[src/shared/sm2_pkg.sv]
// Constants, types and register map of the second-motor parameter bank.
// Assumes one 32-bit AHB-Lite slave port; each register is one word.
package sm2_pkg;

  // ----------------------------------------------------------------
  // Register indices (byte address is four times the index)
  // ----------------------------------------------------------------
  localparam logic [13:0] IDX_ACC1_HI = 14'h2103;
  localparam logic [13:0] IDX_ACC1_LO = 14'h2104;
  localparam logic [13:0] IDX_DEC1_HI = 14'h2105;
  localparam logic [13:0] IDX_DEC1_LO = 14'h2106;
  localparam logic [13:0] IDX_BASE = 14'h2203;
  localparam logic [13:0] IDX_MAXF = 14'h2204;
  localparam logic [13:0] IDX_STEP_HI = 14'h2216;
  localparam logic [13:0] IDX_STEP_LO = 14'h2217;
  localparam logic [13:0] IDX_BOOST = 14'h223B;
  localparam logic [13:0] IDX_MB_VOLT = 14'h223C;
  localparam logic [13:0] IDX_MB_BREAK = 14'h223D;
  localparam logic [13:0] IDX_METHOD = 14'h223E;
  localparam logic [13:0] IDX_VGAIN = 14'h2240;
  localparam logic [13:0] IDX_SGAIN = 14'h2241;
  localparam logic [13:0] IDX_CEIL_HI = 14'h224F;
  localparam logic [13:0] IDX_CEIL_LO = 14'h2250;
  localparam logic [13:0] IDX_FLOOR_HI = 14'h2251;
  localparam logic [13:0] IDX_FLOOR_LO = 14'h2252;
  localparam logic [13:0] IDX_ACC2_HI = 14'h226F;
  localparam logic [13:0] IDX_ACC2_LO = 14'h2270;
  localparam logic [13:0] IDX_DEC2_HI = 14'h2271;
  localparam logic [13:0] IDX_DEC2_LO = 14'h2272;
  localparam logic [13:0] IDX_STATUS = 14'h2000;

  // Status fields
  localparam int STAT_REJECT = 0;
  localparam int STAT_PEND = 1;

  // ----------------------------------------------------------------
  // Ranges in raw units (0.01 s, 1 Hz, 0.01 Hz, 0.1 %)
  // ----------------------------------------------------------------
  localparam logic [31:0] TIME_MIN = 32'h0000_0001;
  localparam logic [31:0] TIME_MAX = 32'h0005_7E40;
  localparam logic [15:0] FREQ_MIN = 16'h001E;
  localparam logic [15:0] FREQ_MAX = 16'h0190;
  localparam logic [31:0] HZ_TO_CENTI = 32'h0000_0064;
  localparam logic [15:0] MB_VOLT_MAX = 16'h00C8;
  localparam logic [15:0] MB_BREAK_MAX = 16'h01F4;
  localparam logic [15:0] GAIN_MAX = 16'h00FF;
  localparam logic [15:0] BOOST_MAX = 16'h0001;
  localparam logic [15:0] METHOD_MAX = 16'h0005;

  // Reset values
  localparam logic [31:0] RST_TIME = 32'h0000_0BB8;
  localparam logic [15:0] RST_FREQ = 16'h003C;

  typedef enum logic {
    SM2_BOOST_MANUAL = 1'b0,
    SM2_BOOST_AUTO = 1'b1
  } sm2_boost_e;

  typedef enum logic [2:0] {
    SM2_CONSTANT_TORQUE_CURVE = 3'h0,
    SM2_REDUCED_TORQUE_CURVE = 3'h1,
    SM2_FREE_CURVE = 3'h2,
    SM2_SENSORLESS_VECTOR_MODE = 3'h3,
    SM2_ZERO_HZ_SENSORLESS_MODE = 3'h4,
    SM2_ENCODER_VECTOR_MODE = 3'h5
  } sm2_method_e;

  typedef struct packed {
    logic [31:0] accel_one;
    logic [31:0] decel_one;
    logic [15:0] base_freq;
    logic [15:0] max_freq;
    logic [31:0] step_speed_zero;
    sm2_boost_e boost_choice;
    logic [15:0] manual_boost_volt;
    logic [15:0] manual_boost_break;
    sm2_method_e control_method;
    logic [7:0] auto_boost_volt_gain;
    logic [7:0] auto_boost_slip_gain;
    logic [31:0] freq_ceiling;
    logic [31:0] freq_floor;
    logic [31:0] accel_two;
    logic [31:0] decel_two;
  } sm2_cfg_s;

endpackage

[src/rtl/sm2_param_bank.sv]
// Second-motor parameter bank: range-checked holding registers.
// Assumes an AHB-Lite master on hclk and a same-clock start frequency.
//
// Chosen here: the AHB-Lite slave port.
`timescale 1ns/10ps
`default_nettype none

// Notes on behaviour
// - Accel time one: word pair, 1..360000
// - Decel time one: word pair, 1..360000
// - Base 30..max; max 30..400 Hz
// - Step speed zero: pair, 0..max frequency
// - Boost choice: 0 manual, 1 automatic
// - Manual boost volt 0..200 tenths percent
// - Manual boost break 0..500 tenths percent
// - Control method codes 0..5 only
// - Ceiling: 0, or floor..max frequency
// - Floor: 0, or start..ceiling (start..max frequency while ceiling is 0)
// - Accel time two: pair, 1..360000
// - Decel time two: pair, 1..360000
module sm2_param_bank (
  // Clock and reset
  input wire logic hclk,
  input wire logic hresetn,
  // AHB-Lite slave
  input wire logic hsel,
  input wire logic [31:0] haddr,
  input wire logic [1:0] htrans,
  input wire logic hwrite,
  input wire logic [2:0] hsize,
  input wire logic hready,
  input wire logic [31:0] hwdata,
  output logic hreadyout,
  output logic hresp,
  output logic [31:0] hrdata,
  // Motor side
  input wire logic [15:0] start_freq,
  output sm2_pkg::sm2_cfg_s cfg
);
  import sm2_pkg::*;

  // ----------------------------------------------------------------
  // Bus phases
  // ----------------------------------------------------------------
  logic dph_valid;
  logic dph_write;
  logic [13:0] dph_idx;
  logic wr_en;
  logic [15:0] wd;
  logic [15:0] stage;
  logic [13:0] stage_idx;
  logic pend;
  logic rej_flag;
  logic [15:0] next_stage;
  logic [13:0] next_stage_idx;
  logic next_pend;
  logic reject;
  logic clr_rej;
  sm2_cfg_s next_cfg;
  logic [31:0] val32;
  logic pair_ok;
  logic is_hi;
  logic t_ok;
  logic [31:0] max_centi;
  logic [31:0] wd_centi;
  logic [31:0] floor_top;
  logic [15:0] rd_word;

  // Zero wait states; hsize is not checked, only words are expected
  assign hreadyout = 1'b1;
  assign hresp = 1'b0;

  always_ff @(posedge hclk or negedge hresetn) begin
    if (!hresetn) begin
      dph_valid <= 1'b0;
      dph_write <= 1'b0;
      dph_idx <= 14'h0000;
    end else if (hready) begin
      dph_valid <= hsel && htrans[1] && (haddr[31:16] == 16'h0000)
                   && (haddr[1:0] == 2'b00);
      dph_write <= hwrite;
      dph_idx <= haddr[15:2];
    end
  end

  assign wr_en = dph_valid && dph_write;
  assign wd = hwdata[15:0];
  assign val32 = {stage, wd};
  assign pair_ok = pend && (stage_idx == 14'(dph_idx - 14'h0001));
  assign t_ok = (val32 >= TIME_MIN) && (val32 <= TIME_MAX);
  assign max_centi = 32'({16'h0000, cfg.max_freq} * HZ_TO_CENTI);
  assign wd_centi = 32'({16'h0000, wd} * HZ_TO_CENTI);
  // With the ceiling off (zero) the floor is bounded by max frequency
  assign floor_top = (cfg.freq_ceiling == 32'h0000_0000) ? max_centi
                     : cfg.freq_ceiling;
  assign is_hi = (dph_idx == IDX_ACC1_HI) || (dph_idx == IDX_DEC1_HI)
              || (dph_idx == IDX_STEP_HI) || (dph_idx == IDX_CEIL_HI)
              || (dph_idx == IDX_FLOOR_HI) || (dph_idx == IDX_ACC2_HI)
              || (dph_idx == IDX_DEC2_HI);

  // ----------------------------------------------------------------
  // Write decode and range checks
  // ----------------------------------------------------------------
  // A high word is only staged; the pair is checked and committed as a
  // whole on the low-word write, so the drive never sees half a value.
  always_comb begin
    next_cfg = cfg;
    next_stage = stage;
    next_stage_idx = stage_idx;
    next_pend = pend;
    reject = 1'b0;
    clr_rej = 1'b0;
    if (wr_en) begin
      if (dph_idx != IDX_STATUS) begin
        next_pend = 1'b0;
      end
      if (is_hi) begin
        next_stage = wd;
        next_stage_idx = dph_idx;
        next_pend = 1'b1;
      end else if (dph_idx == IDX_STATUS) begin
        clr_rej = hwdata[STAT_REJECT];
      end else if (dph_idx == IDX_ACC1_LO) begin
        if (pair_ok && t_ok) next_cfg.accel_one = val32;
        else reject = 1'b1;
      end else if (dph_idx == IDX_DEC1_LO) begin
        if (pair_ok && t_ok) next_cfg.decel_one = val32;
        else reject = 1'b1;
      end else if (dph_idx == IDX_BASE) begin
        if (wd >= FREQ_MIN && wd <= cfg.max_freq) begin
          next_cfg.base_freq = wd;
        end else begin
          reject = 1'b1;
        end
      end else if (dph_idx == IDX_MAXF) begin
        // Lowering max below a dependent value would break its range
        if (wd >= FREQ_MIN && wd <= FREQ_MAX && wd >= cfg.base_freq
            && wd_centi >= cfg.step_speed_zero
            && wd_centi >= cfg.freq_ceiling
            && wd_centi >= cfg.freq_floor) begin
          next_cfg.max_freq = wd;
        end else begin
          reject = 1'b1;
        end
      end else if (dph_idx == IDX_STEP_LO) begin
        if (pair_ok && val32 <= max_centi) begin
          next_cfg.step_speed_zero = val32;
        end else begin
          reject = 1'b1;
        end
      end else if (dph_idx == IDX_BOOST) begin
        if (wd <= BOOST_MAX) begin
          next_cfg.boost_choice = sm2_boost_e'(wd[0]);
        end else begin
          reject = 1'b1;
        end
      end else if (dph_idx == IDX_MB_VOLT) begin
        if (wd <= MB_VOLT_MAX) next_cfg.manual_boost_volt = wd;
        else reject = 1'b1;
      end else if (dph_idx == IDX_MB_BREAK) begin
        if (wd <= MB_BREAK_MAX) next_cfg.manual_boost_break = wd;
        else reject = 1'b1;
      end else if (dph_idx == IDX_METHOD) begin
        if (wd <= METHOD_MAX) begin
          next_cfg.control_method = sm2_method_e'(wd[2:0]);
        end else begin
          reject = 1'b1;
        end
      end else if (dph_idx == IDX_VGAIN) begin
        if (wd <= GAIN_MAX) next_cfg.auto_boost_volt_gain = wd[7:0];
        else reject = 1'b1;
      end else if (dph_idx == IDX_SGAIN) begin
        if (wd <= GAIN_MAX) next_cfg.auto_boost_slip_gain = wd[7:0];
        else reject = 1'b1;
      end else if (dph_idx == IDX_CEIL_LO) begin
        if (pair_ok && (val32 == 32'h0000_0000 || (val32 >= cfg.freq_floor
            && val32 <= max_centi))) begin
          next_cfg.freq_ceiling = val32;
        end else begin
          reject = 1'b1;
        end
      end else if (dph_idx == IDX_FLOOR_LO) begin
        if (pair_ok && (val32 == 32'h0000_0000 || (val32 >= 32'(start_freq)
            && val32 <= floor_top))) begin
          next_cfg.freq_floor = val32;
        end else begin
          reject = 1'b1;
        end
      end else if (dph_idx == IDX_ACC2_LO) begin
        if (pair_ok && t_ok) next_cfg.accel_two = val32;
        else reject = 1'b1;
      end else if (dph_idx == IDX_DEC2_LO) begin
        if (pair_ok && t_ok) next_cfg.decel_two = val32;
        else reject = 1'b1;
      end
    end
  end

  // ----------------------------------------------------------------
  // Stored state
  // ----------------------------------------------------------------
  always_ff @(posedge hclk or negedge hresetn) begin
    if (!hresetn) begin
      cfg.accel_one <= RST_TIME;
      cfg.decel_one <= RST_TIME;
      cfg.base_freq <= RST_FREQ;
      cfg.max_freq <= RST_FREQ;
      cfg.step_speed_zero <= 32'h0000_0000;
      cfg.boost_choice <= SM2_BOOST_MANUAL;
      cfg.manual_boost_volt <= 16'h0000;
      cfg.manual_boost_break <= 16'h0000;
      cfg.control_method <= SM2_CONSTANT_TORQUE_CURVE;
      cfg.auto_boost_volt_gain <= 8'h00;
      cfg.auto_boost_slip_gain <= 8'h00;
      cfg.freq_ceiling <= 32'h0000_0000;
      cfg.freq_floor <= 32'h0000_0000;
      cfg.accel_two <= RST_TIME;
      cfg.decel_two <= RST_TIME;
    end else begin
      cfg <= next_cfg;
    end
  end

  always_ff @(posedge hclk or negedge hresetn) begin
    if (!hresetn) begin
      stage <= 16'h0000;
      stage_idx <= 14'h0000;
      pend <= 1'b0;
    end else begin
      stage <= next_stage;
      stage_idx <= next_stage_idx;
      pend <= next_pend;
    end
  end

  // Set wins over a clear in the same cycle
  always_ff @(posedge hclk or negedge hresetn) begin
    if (!hresetn) begin
      rej_flag <= 1'b0;
    end else begin
      rej_flag <= (rej_flag && !clr_rej) || reject;
    end
  end

  // ----------------------------------------------------------------
  // Read mux
  // ----------------------------------------------------------------
  // High words read the committed value, not the staged one
  always_comb begin
    if (dph_idx == IDX_ACC1_HI) rd_word = cfg.accel_one[31:16];
    else if (dph_idx == IDX_ACC1_LO) rd_word = cfg.accel_one[15:0];
    else if (dph_idx == IDX_DEC1_HI) rd_word = cfg.decel_one[31:16];
    else if (dph_idx == IDX_DEC1_LO) rd_word = cfg.decel_one[15:0];
    else if (dph_idx == IDX_BASE) rd_word = cfg.base_freq;
    else if (dph_idx == IDX_MAXF) rd_word = cfg.max_freq;
    else if (dph_idx == IDX_STEP_HI) rd_word = cfg.step_speed_zero[31:16];
    else if (dph_idx == IDX_STEP_LO) rd_word = cfg.step_speed_zero[15:0];
    else if (dph_idx == IDX_BOOST) rd_word = {15'h0000, cfg.boost_choice};
    else if (dph_idx == IDX_MB_VOLT) rd_word = cfg.manual_boost_volt;
    else if (dph_idx == IDX_MB_BREAK) rd_word = cfg.manual_boost_break;
    else if (dph_idx == IDX_METHOD) rd_word = {13'h0000, cfg.control_method};
    else if (dph_idx == IDX_VGAIN) rd_word = {8'h00, cfg.auto_boost_volt_gain};
    else if (dph_idx == IDX_SGAIN) rd_word = {8'h00, cfg.auto_boost_slip_gain};
    else if (dph_idx == IDX_CEIL_HI) rd_word = cfg.freq_ceiling[31:16];
    else if (dph_idx == IDX_CEIL_LO) rd_word = cfg.freq_ceiling[15:0];
    else if (dph_idx == IDX_FLOOR_HI) rd_word = cfg.freq_floor[31:16];
    else if (dph_idx == IDX_FLOOR_LO) rd_word = cfg.freq_floor[15:0];
    else if (dph_idx == IDX_ACC2_HI) rd_word = cfg.accel_two[31:16];
    else if (dph_idx == IDX_ACC2_LO) rd_word = cfg.accel_two[15:0];
    else if (dph_idx == IDX_DEC2_HI) rd_word = cfg.decel_two[31:16];
    else if (dph_idx == IDX_DEC2_LO) rd_word = cfg.decel_two[15:0];
    else if (dph_idx == IDX_STATUS) rd_word = {14'h0000, pend, rej_flag};
    else rd_word = 16'h0000;
  end

  assign hrdata = (dph_valid && !dph_write) ? {16'h0000, rd_word}
                  : 32'h0000_0000;
endmodule

`default_nettype wire

[config.mk]
export PLATFORM = sky130hd
export DESIGN_NAME = sm2_param_bank
export DESIGN_NICKNAME = d
export VERILOG_FILES = /design/src/shared/sm2_pkg.sv /design/src/rtl/sm2_param_bank.sv
export SDC_FILE = /design/constraint.sdc
export NUM_CORES = 1
export LEC_CHECK = 0
export ABC_AREA = 1
export CAP_MARGIN = 20
export CORE_UTILIZATION = 60
export DETAILED_ROUTE_END_ITERATION = 6
export DONT_BUFFER_PORTS = 1
export GPL_TIMING_DRIVEN = 1
export PLACE_DENSITY_LB_ADDON = 0.2
export SLEW_MARGIN = 20
export SYNTH_ARGS = -nofsm -noshare
export SYNTH_HDL_FRONTEND = slang
export SYNTH_SLANG_ARGS = --single-unit
[constraint.sdc]
create_clock -name hclk -period 15.3 [get_ports hclk]
set_clock_uncertainty 0.15 [all_clocks]
set_input_delay 1.53 -clock hclk [delete_from_list [all_inputs] [get_ports hclk]]
set_output_delay 1.53 -clock hclk [all_outputs]
set_load 0.02 [all_outputs]
==> impl_metrics.toml <==
[power]
total_power_uw = 2510
p_seq_share_pct = 37.9
sw_frac_of_total_pct = 29.3
power_density_mw_per_mm2 = 89.2
internal_power_uw = 1770
power_leakage_uw = 0.0143
ir_drop_mv = 0.100
comb_power_share_pct = 18.1
p_clk_share_pct = 43.9
power_switching_uw = 736

[global_route]
antenna_found_initial = 2
gr-total-overflow = 0
grtUsageTotal_pct = 45.9
grt_pass1_vias = 23800
grt_max_degree = 357
grt_pass1_wl_mm = 150

[drt]
wl_per_cell_um = 25.7
drc = 0
wl_mm = 104
drtIter0Drc = 3204
firstDrtPassIters = 6
antenna_left = 0
vias_per_cell = 6.17
num_vias = 25000

[worst_setup_path]
ff2ff_path_depth = 30
r2r-end = "cfg[117]$_DFFE_PN0P_"
worstSetupStartpoint = "cfg[219]$_DFFE_PN0P_"
timing.rr.start = "cfg[219]$_DFFE_PN0P_"
cp_data_required_time_ns = 15.57
crit_family = "simple AND/OR/NAND/NOR gates"
critPathKind = "register to register"
start_kind = "register"
timing.critical_path.buf_inv = 2
critPathMaxStageDelay_ns = 0.87
r2r_setup_slack_ns = 7.55
arrival_ns = 8.02
slowest_stage = "o21ai_0"
worst_path_most_repeated_cell = "nand2_1"
crit_fanout = 55
cp-end-kind = "register"

[timing]
hold_violations = 0
final.setup.tns_ns = 0
tightest_slew_ns = 1.15
slew_headroom_pct = 22.9
fmax_mhz = 129
min_period_over_period_pct = 50.6
setup-violations-final = 0
finalCriticalPeriod_ns = 7.75
layout_setup_ws_ns = 7.55
final_max_slew_viol_count = 0
rsz0062_at_grt = "no"

[clock_tree]
clk_pin_slew_ns = 0.06
htreeDepth = 2
postCtsSetupBuffers = 0
cts_resized = 0
clock-sinks = 356
root_buffer = "clkbuf_16"
cts_max_path_buffers = 3
cts_tree = "done"
clock_latency_ns = 0.60
cts_made_buffers = 40
cts_hold_buf = 0

[yosys]
ys_top_cells_by_count = "nand2_1, inv_1, ha_1"
synth_edf_count = 0
synthFlopType = "dfrtp_1"
yosysSeqAreaShare_pct = 34.0
ys_warn_count = 0
async_flop_share_pct = 100
yosysTopAreaCell = "dfrtp_1"
synth_area_leaders = "dfrtp_1, ha_1, nand2_1, inv_1, o21ai_0"
synth_most_common_cell = "nand2_1"
synth_top_area_share_pct = 30.4
avgSynthCellArea_um2 = 7.54
synth_cell_types = 62
ys_ff_latch = 356
syn_inst = 3492
syn_area_mm2 = 0.0263

[run_status]
status = "finished, final reports clean"

[place]
dpl_cell_area_mm2 = 0.0266
io_buffers = 0
dp_slack_ns = 7.37
place_congestion = 1.10
hpwl_mm = 77.8

[flow_run]
drv_cap = 0

[floorplanning]
die_h_um = 211
initial_core_util_pct = 61.0
fp.dieW_um = 211
ioPinCount = 432
dieArea_mm2 = 0.0447
core_mm2 = 0.0432
row_count = 76

[finish]
num-nets-final = 3885
fin_area_mm2 = 0.0282
area_growth_pct = 6.96
drive_gt1_share_pct = 6.75

[hold_path]
holdPathStages = 1
hp-class = "register to register"
min-delay-start = "stage_idx[13]$_DFFE_PN0P_"
min_to = "stage_idx[13]$_DFFE_PN0P_"
==> flip-flops by register name, summed over array words and instances (netlist names) <==
name       flops
dph_valid      1
rej_flag       1
pend           1
dph_idx       14
dph_write      1
cfg          308
stage_idx     14
stage         16
==> kinds of logic (layout without fill, tap and decap cells) <==
| group | after synthesis | after routing | share of synthesized area, % |
|---|---|---|---|
| other | 2 | 23 | 0.0285 |
| buffers and inverters | 699 | 660 | 10.7 |
| AND/OR/NAND/NOR | 1328 | 1328 | 21.2 |
| adder cells (fa/ha/maj) | 357 | 357 | 17.6 |
| flip-flops | 356 | 356 | 34.0 |
| AO/OA/AOI/OAI | 695 | 695 | 14.6 |
| multiplexers | 7 | 7 | 0.280 |
| XOR/XNOR | 48 | 48 | 1.60 |
==> layout make-up <==
type | instances | area [µm²]
flip-flops and latches | 356 | 8950
diodes | 5 | 12.5
multi-input cells | 2453 | 14600
clock buffers | 54 | 1140
clock inverters | 19 | 348
well taps | 585 | 732
inverters | 560 | 2100
fillers | 3691 | 15000
repair buffers | 27 | 219
==> worst max-delay path by stage <==
| stage | slack (ns) | to | cells after the start |
|---|---|---|---|
| 2_1_floorplan | 8.50 | cfg[224]$_DFFE_PN0P_ | 34 |
| 6_report | 7.55 | cfg[117]$_DFFE_PN0P_ | 30 |
| 5_1_grt | 7.23 | cfg[116]$_DFFE_PN0P_ | 30 |
| 3_3_place_gp | 7.48 | cfg[223]$_DFFE_PN0P_ | 31 |
| 4_1_cts | 7.81 | cfg[117]$_DFFE_PN0P_ | 30 |
| 3_5_place_dp | 7.37 | cfg[227]$_DFFE_PN0P_ | 32 |
==> routing by layer <==
| layer | GRT usage (%) | up-vias | routed length (µm) |
|---|---|---|---|
| met5 | 0 | - | 13 |
| met4 | 31.0 | 2 | 8050 |
| met3 | 13.3 | 448 | 11900 |
| met2 | 71.3 | 1609 | 45800 |
| met1 | 55.1 | 11800 | 38700 |
| li1 | - | 11200 | - |
==> placed cells by master, fill, tap and decap left out, drive strengths merged, types with 43 or more instances in the layout <==
cell type / synthesis / final
nand4: 43 / 43
clkbuf: 72 / 54
dfrtp: 320 / 320
o21ai: 414 / 414
nand3: 91 / 91
a21oi: 189 / 189
inv: 555 / 558
ha: 335 / 335
nor2: 206 / 206
nand2: 900 / 900
==> power groups by stage <==
stage	Clock (µW)	Combinational, µW	Sequential (µW)
CTS	1100	446	952
detailed placement	0	442	969
global placement	0	429	969
floorplan	0	323	967
global route	1130	512	952
finish	1100	456	952
==> through the flow <==
| step | instances | hold slack, ns | utilization [%] |
|---|---|---|---|
| 2_1_floorplan | 3508 | 0.310 | - |
| 3_3_place_gp | 3979 | 0.323 | 61.6 |
| 3_5_place_dp | 3980 | 0.325 | 61.7 |
| 4_1_cts | 4053 | 0.340 | 65.1 |
| 5_1_grt | 4054 | 0.378 | 65.2 |
| 6_report | 4059 | 0.342 | 65.2 |
No activity file was read; power rests on OpenSTA's default activity.
